**src/design/gpio_port_regs.svh**
```systemverilog
// Purpose: register offsets, field positions, reset values and timing counts of the pin port
// Assumes: 20 MHz processor clock, one configuration bus word per register
// Notes:   included by bare name; definitions only
// Function
// sixteen pins, general use only while enabled
// direction zero input, direction one output
// disabled pin ignores its direction bit
// after reset all pins are inputs
// output pin drives last written value bit
// input pin read returns sampled level
// pin activity raises interrupt and dma events
// eight-period input level is always recognised
// polling needs inputs held twelve periods
// delta bits latch edges, masks, polarity
`ifndef GPIO_PORT_REGS_SVH
`define GPIO_PORT_REGS_SVH

// ------------------------------------------------------------
// register offsets (byte addresses on the configuration bus)
// ------------------------------------------------------------
`define PIN_ENABLE_OFS   32'h01b0_0000
`define PIN_DIR_OFS      32'h01b0_0004
`define PIN_VALUE_OFS    32'h01b0_0008
`define RISE_STATUS_OFS  32'h01b0_0010
`define RISE_MASK_OFS    32'h01b0_0014
`define FALL_STATUS_OFS  32'h01b0_0018
`define FALL_MASK_OFS    32'h01b0_001c
`define GLOBAL_CTRL_OFS  32'h01b0_0020
`define POLARITY_OFS     32'h01b0_0024

// ------------------------------------------------------------
// reset values
// ------------------------------------------------------------
`define PIN_ENABLE_RST   16'h0000
`define PIN_DIR_RST      16'h0000
`define PIN_VALUE_RST    16'h0000
`define MASK_RST         16'h0000
`define POLARITY_RST     16'h0000
`define GLOBAL_CTRL_RST  4'h0

// ------------------------------------------------------------
// global control fields
// ------------------------------------------------------------
`define GC_MODE_LSB      0
`define GC_MODE_MSB      1
`define GC_DMA_EN_BIT    2
`define GC_IRQ_EN_BIT    3

// ------------------------------------------------------------
// timing, in processor clock periods
// ------------------------------------------------------------
`define MIN_EVENT_PULSE_P 8
`define MIN_POLL_PULSE_P  12

`endif

```
**src/design/gpio_port_pkg.sv**
```systemverilog
// Purpose: shared types of the pin port
// Assumes: constants live in gpio_port_regs.svh
// Notes:   none
package gpio_port_pkg;
   typedef logic [15:0] pins_t;

   typedef enum logic [1:0]
   {
      MODE_PASS = 2'b00,
      MODE_OR   = 2'b01,
      MODE_AND  = 2'b10
   } event_mode_e;

   typedef struct packed
   {
      pins_t level;
      pins_t prev;
      pins_t rise;
      pins_t fall;
   } detect_state_s;

   typedef struct packed
   {
      pins_t en_reg;
      pins_t dir_reg;
      pins_t val_reg;
      pins_t rise_stat_reg;
      pins_t rise_mask_reg;
      pins_t fall_stat_reg;
      pins_t fall_mask_reg;
      pins_t pol_reg;
      logic [3:0] gc_reg;
      logic cond_prev_reg;
      logic [31:0] rdata_reg;
      logic ack_reg;
      pins_t out_reg;
      pins_t oe_n_reg;
      logic irq_reg;
      logic dma_reg;
   } port_state_s;
endpackage

```
**src/design/pin_edge_if.sv**
```systemverilog
// Purpose: carries sampled levels and edge pulses from the detector to the port
// Assumes: one clock domain
// Notes:   none
`timescale 1ns/100ps
`default_nettype none
interface pin_edge_if;
   import gpio_port_pkg::*;
   pins_t level;
   pins_t rise;
   pins_t fall;
   modport det (output level, output rise, output fall);
   modport use_side (input level, input rise, input fall);
endinterface
`default_nettype wire

```
**src/design/gpio_port.sv**
```systemverilog
// Purpose: sixteen-pin general-purpose port with delta status and event generation
// Assumes: simple configuration bus, request taken in one cycle, answer one cycle later
// Notes:   pins are input, output and active-low output enable signals
`timescale 1ns/100ps
`default_nettype none
`include "gpio_port_regs.svh"
module gpio_port
   import gpio_port_pkg::*;
(
   input wire logic clk,
   input wire logic rstn,
   input wire logic cfg_req,
   input wire logic cfg_wr,
   input wire logic [31:0] cfg_addr,
   input wire logic [31:0] cfg_wdata,
   output logic [31:0] cfg_rdata,
   output logic cfg_ack,
   input wire pins_t general_pin_bus_in,
   output pins_t general_pin_bus_out,
   output pins_t general_pin_bus_oe_n,
   output logic cpu_irq_req,
   output logic dma_event_req
);
   port_state_s st_reg;
   port_state_s st_next;
   pin_edge_if edges();

   pin_edge_detect u_detect
   (
      .clk(clk),
      .rstn(rstn),
      .pin_in(general_pin_bus_in),
      .edges(edges)
   );

   // ------------------------------------------------------------
   // helpers
   // ------------------------------------------------------------
   // write-one-to-clear with a new edge winning over the clear
   function automatic pins_t w1c_update(pins_t cur, pins_t set, logic wr, pins_t wdat);
      pins_t cleared;
      cleared = wr ? (cur & ~wdat) : cur;
      return cleared | set;
   endfunction

   // ------------------------------------------------------------
   // next state
   // ------------------------------------------------------------
   pins_t in_pins;
   pins_t out_pins;
   pins_t active;
   pins_t pass_hit;
   logic cond_or;
   logic cond_and;
   logic cond_now;
   logic evt;
   logic wr_hit;
   event_mode_e mode;

   always_comb
   begin
      st_next = st_reg;
      // disabled pins stay inputs whatever the direction bit says
      out_pins = st_reg.en_reg & st_reg.dir_reg;
      in_pins = st_reg.en_reg & ~st_reg.dir_reg;
      mode = event_mode_e'(st_reg.gc_reg[`GC_MODE_MSB:`GC_MODE_LSB]);
      wr_hit = cfg_req & cfg_wr;

      // delta bits latch edges of enabled inputs only
      st_next.rise_stat_reg = w1c_update(st_reg.rise_stat_reg, edges.rise & in_pins,
         wr_hit && cfg_addr == `RISE_STATUS_OFS, cfg_wdata[15:0]);
      st_next.fall_stat_reg = w1c_update(st_reg.fall_stat_reg, edges.fall & in_pins,
         wr_hit && cfg_addr == `FALL_STATUS_OFS, cfg_wdata[15:0]);

      // pass mode: any masked edge of an enabled input is an event; logic modes combine active levels
      pass_hit = ((edges.rise & st_reg.rise_mask_reg) | (edges.fall & st_reg.fall_mask_reg))
         & in_pins;
      active = (edges.level ^ st_reg.pol_reg) & in_pins;
      cond_or = |(active & st_reg.rise_mask_reg);
      cond_and = (st_reg.rise_mask_reg != 16'h0000)
         && ((active & st_reg.rise_mask_reg) == st_reg.rise_mask_reg);
      case (mode)
         MODE_OR:
            cond_now = cond_or;
         MODE_AND:
            cond_now = cond_and;
         default:
            cond_now = 1'b0;
      endcase
      st_next.cond_prev_reg = cond_now;
      // logic modes fire once as the combined condition becomes true
      evt = (mode == MODE_PASS) ? (|pass_hit) : (cond_now & ~st_reg.cond_prev_reg);
      st_next.irq_reg = evt & st_reg.gc_reg[`GC_IRQ_EN_BIT];
      st_next.dma_reg = evt & st_reg.gc_reg[`GC_DMA_EN_BIT];

      // ------------------------------------------------------------
      // register writes
      // ------------------------------------------------------------
      if (wr_hit)
      begin
         if (cfg_addr == `PIN_ENABLE_OFS)
            st_next.en_reg = cfg_wdata[15:0];
         else if (cfg_addr == `PIN_DIR_OFS)
            st_next.dir_reg = cfg_wdata[15:0];
         else if (cfg_addr == `PIN_VALUE_OFS)
            st_next.val_reg = cfg_wdata[15:0];
         else if (cfg_addr == `RISE_MASK_OFS)
            st_next.rise_mask_reg = cfg_wdata[15:0];
         else if (cfg_addr == `FALL_MASK_OFS)
            st_next.fall_mask_reg = cfg_wdata[15:0];
         else if (cfg_addr == `GLOBAL_CTRL_OFS)
            st_next.gc_reg = cfg_wdata[3:0];
         else if (cfg_addr == `POLARITY_OFS)
            st_next.pol_reg = cfg_wdata[15:0];
      end

      // ------------------------------------------------------------
      // register reads; unmapped addresses answer zero
      // ------------------------------------------------------------
      st_next.ack_reg = cfg_req;
      st_next.rdata_reg = 32'h0000_0000;
      if (cfg_req && !cfg_wr)
      begin
         if (cfg_addr == `PIN_ENABLE_OFS)
            st_next.rdata_reg = {16'h0000, st_reg.en_reg};
         else if (cfg_addr == `PIN_DIR_OFS)
            st_next.rdata_reg = {16'h0000, st_reg.dir_reg};
         else if (cfg_addr == `PIN_VALUE_OFS)
            // outputs read back what they drive, the rest read the pin
            st_next.rdata_reg = {16'h0000,
               (st_reg.val_reg & out_pins) | (edges.level & ~out_pins)};
         else if (cfg_addr == `RISE_STATUS_OFS)
            st_next.rdata_reg = {16'h0000, st_reg.rise_stat_reg};
         else if (cfg_addr == `RISE_MASK_OFS)
            st_next.rdata_reg = {16'h0000, st_reg.rise_mask_reg};
         else if (cfg_addr == `FALL_STATUS_OFS)
            st_next.rdata_reg = {16'h0000, st_reg.fall_stat_reg};
         else if (cfg_addr == `FALL_MASK_OFS)
            st_next.rdata_reg = {16'h0000, st_reg.fall_mask_reg};
         else if (cfg_addr == `GLOBAL_CTRL_OFS)
            st_next.rdata_reg = {28'h000_0000, st_reg.gc_reg};
         else if (cfg_addr == `POLARITY_OFS)
            st_next.rdata_reg = {16'h0000, st_reg.pol_reg};
      end

      // ------------------------------------------------------------
      // pin drive, from the settings as they will stand next cycle
      // ------------------------------------------------------------
      st_next.out_reg = st_next.val_reg & st_next.en_reg & st_next.dir_reg;
      st_next.oe_n_reg = ~(st_next.en_reg & st_next.dir_reg);
   end

   always_ff @(posedge clk or negedge rstn)
   begin
      if (!rstn)
      begin
         st_reg <= '0;
         st_reg.en_reg <= `PIN_ENABLE_RST;
         st_reg.dir_reg <= `PIN_DIR_RST;
         st_reg.val_reg <= `PIN_VALUE_RST;
         st_reg.rise_mask_reg <= `MASK_RST;
         st_reg.fall_mask_reg <= `MASK_RST;
         st_reg.pol_reg <= `POLARITY_RST;
         st_reg.gc_reg <= `GLOBAL_CTRL_RST;
         st_reg.oe_n_reg <= 16'hffff;
      end
      else
         st_reg <= st_next;
   end

   assign cfg_rdata = st_reg.rdata_reg;
   assign cfg_ack = st_reg.ack_reg;
   assign general_pin_bus_out = st_reg.out_reg;
   assign general_pin_bus_oe_n = st_reg.oe_n_reg;
   assign cpu_irq_req = st_reg.irq_reg;
   assign dma_event_req = st_reg.dma_reg;
endmodule // gpio_port
`default_nettype wire

```
**src/design/pin_edge_detect.sv**
```systemverilog
// Purpose: samples the pins and flags rising and falling edges
// Assumes: pin inputs are synchronous to clk
// Notes:   one sample per clock, so any level of eight periods is caught
`timescale 1ns/100ps
`default_nettype none
module pin_edge_detect
   import gpio_port_pkg::*;
(
   input wire logic clk,
   input wire logic rstn,
   input wire pins_t pin_in,
   pin_edge_if.det edges
);
   detect_state_s st_reg;
   detect_state_s st_next;

   always_comb
   begin
      st_next = st_reg;
      st_next.level = pin_in;
      st_next.prev = st_reg.level;
      // every clock samples, so short limits are met with margin
      st_next.rise = pin_in & ~st_reg.level;
      st_next.fall = ~pin_in & st_reg.level;
   end

   always_ff @(posedge clk or negedge rstn)
   begin
      if (!rstn)
         st_reg <= '0;
      else
         st_reg <= st_next;
   end

   assign edges.level = st_reg.level;
   assign edges.rise = st_reg.rise;
   assign edges.fall = st_reg.fall;
endmodule // pin_edge_detect
`default_nettype wire

```
**config.mk**
```make
export PLATFORM = sky130hd
export DESIGN_NAME = gpio_port
export DESIGN_NICKNAME = d
export VERILOG_FILES = /design/src/design/gpio_port_pkg.sv /design/src/design/pin_edge_if.sv /design/src/design/gpio_port.sv /design/src/design/pin_edge_detect.sv
export VERILOG_INCLUDE_DIRS = /design/src /design/src/design
export SDC_FILE = /design/constraint.sdc
export NUM_CORES = 1
export LEC_CHECK = 0
export ABC_AREA = 1
export BUFFER_PORTS_ARGS = -buffer_cell sky130_fd_sc_hd__buf_2
export CORE_MARGIN = 4
export CORE_UTILIZATION = 45
export DETAILED_ROUTE_END_ITERATION = 10
export GPL_TIMING_DRIVEN = 0
export HOLD_SLACK_MARGIN = 0.06
export PLACE_DENSITY_LB_ADDON = 0.15
export RECOVER_POWER = 50
export SLEW_MARGIN = 20
export SYNTH_ARGS = -nofsm -noshare
export SYNTH_HDL_FRONTEND = slang
export SYNTH_SLANG_ARGS = --single-unit
```
**constraint.sdc**
```tcl
create_clock -name clk -period 2.45 [get_ports clk]
set_input_delay 0.49 -clock clk [delete_from_list [all_inputs] [get_ports clk]]
set_output_delay 0.49 -clock clk [all_outputs]
set_load 0.05 [all_outputs]
```
# After elaboration in Yosys (flattened, before gate mapping)
# Cells that the tools add are included.
[totals]
mem_bits_ro = 0
mem_count = 0
latchBits = 0
mem_bits_rw = 0
word_cells = 104
regBits = 248
[classes]
shifts = 0
mul = 0
n_reduce_logical = 13
n_lt_le_gt_ge = 0
eq_ne = 12
div_mod_pow = 0
n_addsub = 0
muxes = 20
bitwise = 40
[op_table]
columns = ["op", "n"]
rows = [
  ["$and A16 B16 Y16", 18],
  ["$eq A32 B25 Y1 const B", 9],
  ["$mux W16", 16],
  ["$not A16 Y16", 6],
  ["$or A16 B16 Y16", 4],
  ["$mux W48", 1],
  ["$mux W32", 1],
  ["$reduce_or A16 Y1", 2],
  ["$eq A16 B16 Y1", 1],
  ["$reduce_bool A16 Y1", 1],
  ["$xor A16 B16 Y16", 1],
  ["$reduce_and A8 Y1", 1],
  ["$not A1 Y1", 7],
  ["$reduce_and A7 Y1", 1],
  ["$reduce_and A6 Y1", 1],
  ["$reduce_and A5 Y1", 1],
  ["$and A1 B1 Y1", 4],
  ["$logic_and A1 B1 Y1", 4],
  ["$eq A2 B1 Y1 const B", 1],
  ["$eq A2 B2 Y1 const B", 1],
  ["$logic_not A2 Y1", 1],
  ["$pmux W1 S2", 1],
  ["$logic_not A1 Y1", 1],
  ["$mux W1", 1],
]

# Logic depth before layout (Yosys ltp)
[logic_depth]
depth_word = 11
ltp_mapped = 16
mapped_depth_nobuf = 16

# Modules after synthesis
# Synthesis repeated with hierarchy kept, for this count alone.
[hier_totals]
hier_cells = 1385
area_unflattened_um2 = 11277.1
[modules_own_cells]
columns = ["module", "cells_each", "area_each_um2", "instances"]
rows = [
  ["gpio_port", 1257, 9715.6, 1],
  ["pin_edge_detect", 128, 1561.5, 1],
]

# Least setup slack after synthesis
# No wires, ideal clock.
[synth_timing]
path_kind = "input-to-reg"
startpoint = "input port cfg_addr[15]"
endpoint = "register st_reg[121] (netlist bit)"
slack_ns = 0.507
path_stages = 12
arrival_ns = 1.814
setup_ns = 0.129
path_cell_list = "nor2_1 -> nand2_1 -> nor2_2 -> nand2_2 -> nor2_8 -> nand2_1 -> inv_2 -> buf_4 -> nand3_2 -> clkbuf_1 -> nand2_1 -> o21ai_0"
[synth_via]
elab_chain_cells = 3
word_cells_on_any_way = 8
classes_between = "4 x eq/ne; 3 x bitwise; 1 x reduce/logical"
[synth_lines]
columns = ["element", "line_no", "rtl"]
rows = [
  ["start, declared", "gpio_port.sv:14", "input wire logic [31:0] cfg_addr,"],
  ["$eq A32 B25 Y1 (no line)", "--", ""],
  ["$not A1 Y1 (no line)", "--", ""],
  ["$reduce_and A5 Y1 (no line) *", "--", ""],
  ["end signal, assigned", "gpio_port.sv:168", "st_reg <= st_next;"],
  ["end, declared", "gpio_port.sv:24", "port_state_s st_reg;"],
]
# Mark *: on every way between the ends. The rest lies on a longest branch, timed or not.
# A chain may end at the register's enable or synchronous reset.

==> metrics.cfg <==
[layout]
nNetsFinal = 1619
filler_cell_count = 2337
largest_reg_flops = 131
seq_area_mm2 = 0.00583
multi_input_area_mm2 = 0.00402
drive_gt1_frac = 0.197
antenna_cells = 0
area_growth_pct = 17.6

[cts]
cts_buffers = 26
cts_tree = done
cts.sink_count = 232
path_clk_slew_ps = 60
h-tree-depth = 1
cts_root_buffer = clkbuf_16
insertion_delay_ps = 530
cts_setup_buffers = 0
cts_buffer_depth = 3

[power_and_ir_drop]
clkPwrFrac = 0.486
peakVddDrop_v = 0.000509
switching_share = 0.227
p_per_area_mw_per_mm2 = 626
combPwrFrac = 0.042
power.leakage_nw = 6.31
p_switching_mw = 1.87
p_int_mw = 6.38
pwr-share-seq = 0.472

[timing]
setup_viol = 0
hold_slack_ps = 102
rsz0062_at_grt = no
min_period_over_period = 0.928
relSlewSlack = 0.335
timing.final.ws_setup_ps = 177
tightest_slew_ps = 997
fmax_mhz = 440
slew_violations = 0
min_period_ps = 2270
finalHoldViolations = 0
finClkSkew_ps = 16.1

[placed_design]
place_ws_ps = -581
dp.final_hpwl_um = 23200
port_buffers = 118
gp_congestion = 0.929

[critical_path]
cpPeakStageDelay_ps = 410
startpoint = cfg_addr[31]
cp_num_cells = 10
critPathRequiredTime_ps = 2880
cp.arrival_ps = 2710
reg2reg_slack_ps = 430
start_kind = input pin
cp-endpoint = cfg_rdata[2]
path_cells = buf_2 > nor2_1 > nand2_1 > nor2_2 > nand3_1 > nor2_4 > inv_1 > clkbuf_1 > buf_2 > a21oi_1
worstSetupPathType = input pin to register
endpoint_kind = register
timing.rr.end = cpu_irq_req
critPathBufInv = 4
path_delay_family = buffers and inverters
timing.rr.start = st_reg[177]
cpMostUsedCell = buf_2
crit_fanout = 10
crit_path_top_delay_cell = buf_2
rr_worst_depth = 12

[detailed_routing]
drt-pass1-iter-count = 5
antenna_left = 0
num_vias = 9578
drtIter0Drc = 993
avgViaCountPerCell = 5.11
routed_wl_um = 32700
drc_errors = 0
post_drt_wl_per_cell_um = 17.4

[floorplanning]
die-area_mm2 = 0.0275
die_h_um = 166
core-area_mm2 = 0.0244
die_w_um = 166
start_util = 0.460
num_rows = 57
num_io_pins = 151

[flow_run]
cap_violations = 0

[logic_synthesis]
synthesis.area_mm2 = 0.0112
syn_inst = 1368
synth-seq-cells = 232
netlist.area_leader.share = 0.482
ys_seq_area_frac = 0.520
ys_types = 43
synth_top_area_cell = dfrtp_1
syn_area_per_cell_um2 = 8.19
synth_warnings = 0
yosys-top-cells-area = dfrtp_1 (48%), nand2_1 (10%), o21ai_0 (8.1%)

[global_route]
antenna_found_initial = 0
grt_overflow_total = 0
grtUsageTotal = 0.233
grt_pass1_wl_um = 51300
grt_max_degree = 98
grt_pass1_vias = 9225

[hold_path]
min_path_type = input pin to register
hold_depth = 1

[run_status]
outcome = finished clean

-- area by class of cell --
cell class,instances,area share
clock inverters,8,0.00560
inverters,205,0.0584
plain buffers,100,0.0498
well taps,324,0.0308
clock buffers,40,0.0626
multi-input cells,846,0.305
repair buffers,121,0.0461
flip-flops and latches,232,0.442
-- synth_stat cells --
library cell  instances
buf_6                 2
inv_1               201
ha_1                  3
nor2_1              116
nor3_4                1
nand3_1              28
o2111a_1              1
a21o_1                1
clkbuf_1             18
nand4_1               9
a31o_2                1
buf_2                13
xor2_1                1
o21a_1               16
o21ai_0             182
buf_1                 1
nor4_1                2
o21ai_2              16
o21ai_1              32
nor2_2                4
a221oi_1              1
dfstp_2              16
a22o_1                1
buf_4                66
conb_1                1
nand3b_1              1
nand3_2               3
a21boi_0              1
nor3_1                5
o2111ai_1             1
a21oi_1              44
nor3b_1               5
nand2_2              11
or2_2                12
nor3_2                1
nor2_8                1
inv_2                 4
o211ai_1              4
o22ai_1              21
nor2_4                3
nand2_4               1
nand2_1             301
dfrtp_1             216
-- power by group through the flow --
stage | Combinational, mW | Clock (mW) | Sequential, mW
6_report | 0.350 | 4.01 | 3.90
5_1_grt | 0.396 | 4.28 | 3.90
4_1_cts | 0.366 | 4.09 | 3.90
3_5_place_dp | 0.364 | 0 | 3.96
3_3_place_gp | 0.347 | 0 | 3.96
2_1_floorplan | 0.169 | 0 | 3.96
-- timing repair --
item	in CTS	in global routing
hold endpoints to repair	57	0
hold buffers	1	0
endpoints found under the setup margin	8	7
resized for setup	1	3
-- per-layer routing --
metal	global-route usage	vias to the layer above	part of all wire	wire length, um
met2	0.362	367	0.45	14900
met1	0.335	4556	0.44	14400
li1	-	4591	-	-
met4	0.0753	0	0.030	976
met5	0	-	0	0
met3	0.0405	64	0.076	2500
-- through the flow --
| stage | util | total power [mW] | area, um^2 | std cells | TNS (ps) |
|---|---|---|---|---|---|
| 2_1_floorplan | - | 4.13 | 11300 | 1383 | 0 |
| 3_3_place_gp | 0.503 | 4.31 | 12300 | 1825 | -750010 |
| 6_report | 0.540 | 8.25 | 13200 | 1876 | 0 |
| 3_5_place_dp | 0.505 | 4.33 | 12300 | 1827 | -21290 |
| 4_1_cts | 0.543 | 8.35 | 13200 | 1876 | 0 |
| 5_1_grt | 0.540 | 8.58 | 13200 | 1876 | 0 |
-- kinds of logic (layout without fill, tap and decap cells) --
| family | after synthesis | count (layout) | share of synthesized area |
|---|---|---|---|
| adder cells (fa/ha/maj) | 3 | 3 | 0.00335 |
| XOR/XNOR | 1 | 1 | 0.000782 |
| AO/OA/AOI/OAI | 322 | 322 | 0.158 |
| other | 1 | 16 | 0.000335 |
| buffers and inverters | 305 | 474 | 0.127 |
| flip-flops | 232 | 232 | 0.520 |
| AND/OR/NAND/NOR | 504 | 504 | 0.190 |
-- worst min-delay path by stage --
stage	start	end	slack (ps)
after global routing	cfg_req	cfg_ack	80
after floorplan	rstn	cfg_ack	190
final	cfg_req	cfg_ack	100
after detailed placement	u_detect.edges.level[6]	u_detect.edges.rise[6]	440
after CTS	cfg_req	cfg_ack	70
after global placement	u_detect.edges.level[6]	u_detect.edges.rise[6]	440
-- cells in the final DEF, fill, tap and decap left out, drive strengths merged, types with 7 or more instances in the layout --
cell type	instances
or2	12
nor3	7
dfrtp	216
nand3	31
clkbuf	75
o22ai	21
buf	185
nand2	313
a21oi	44
nand4	9
nor2	124
conb	16
dfstp	16
inv	206
o21ai	230
o21a	16
No activity file was read; power rests on OpenSTA's default activity.
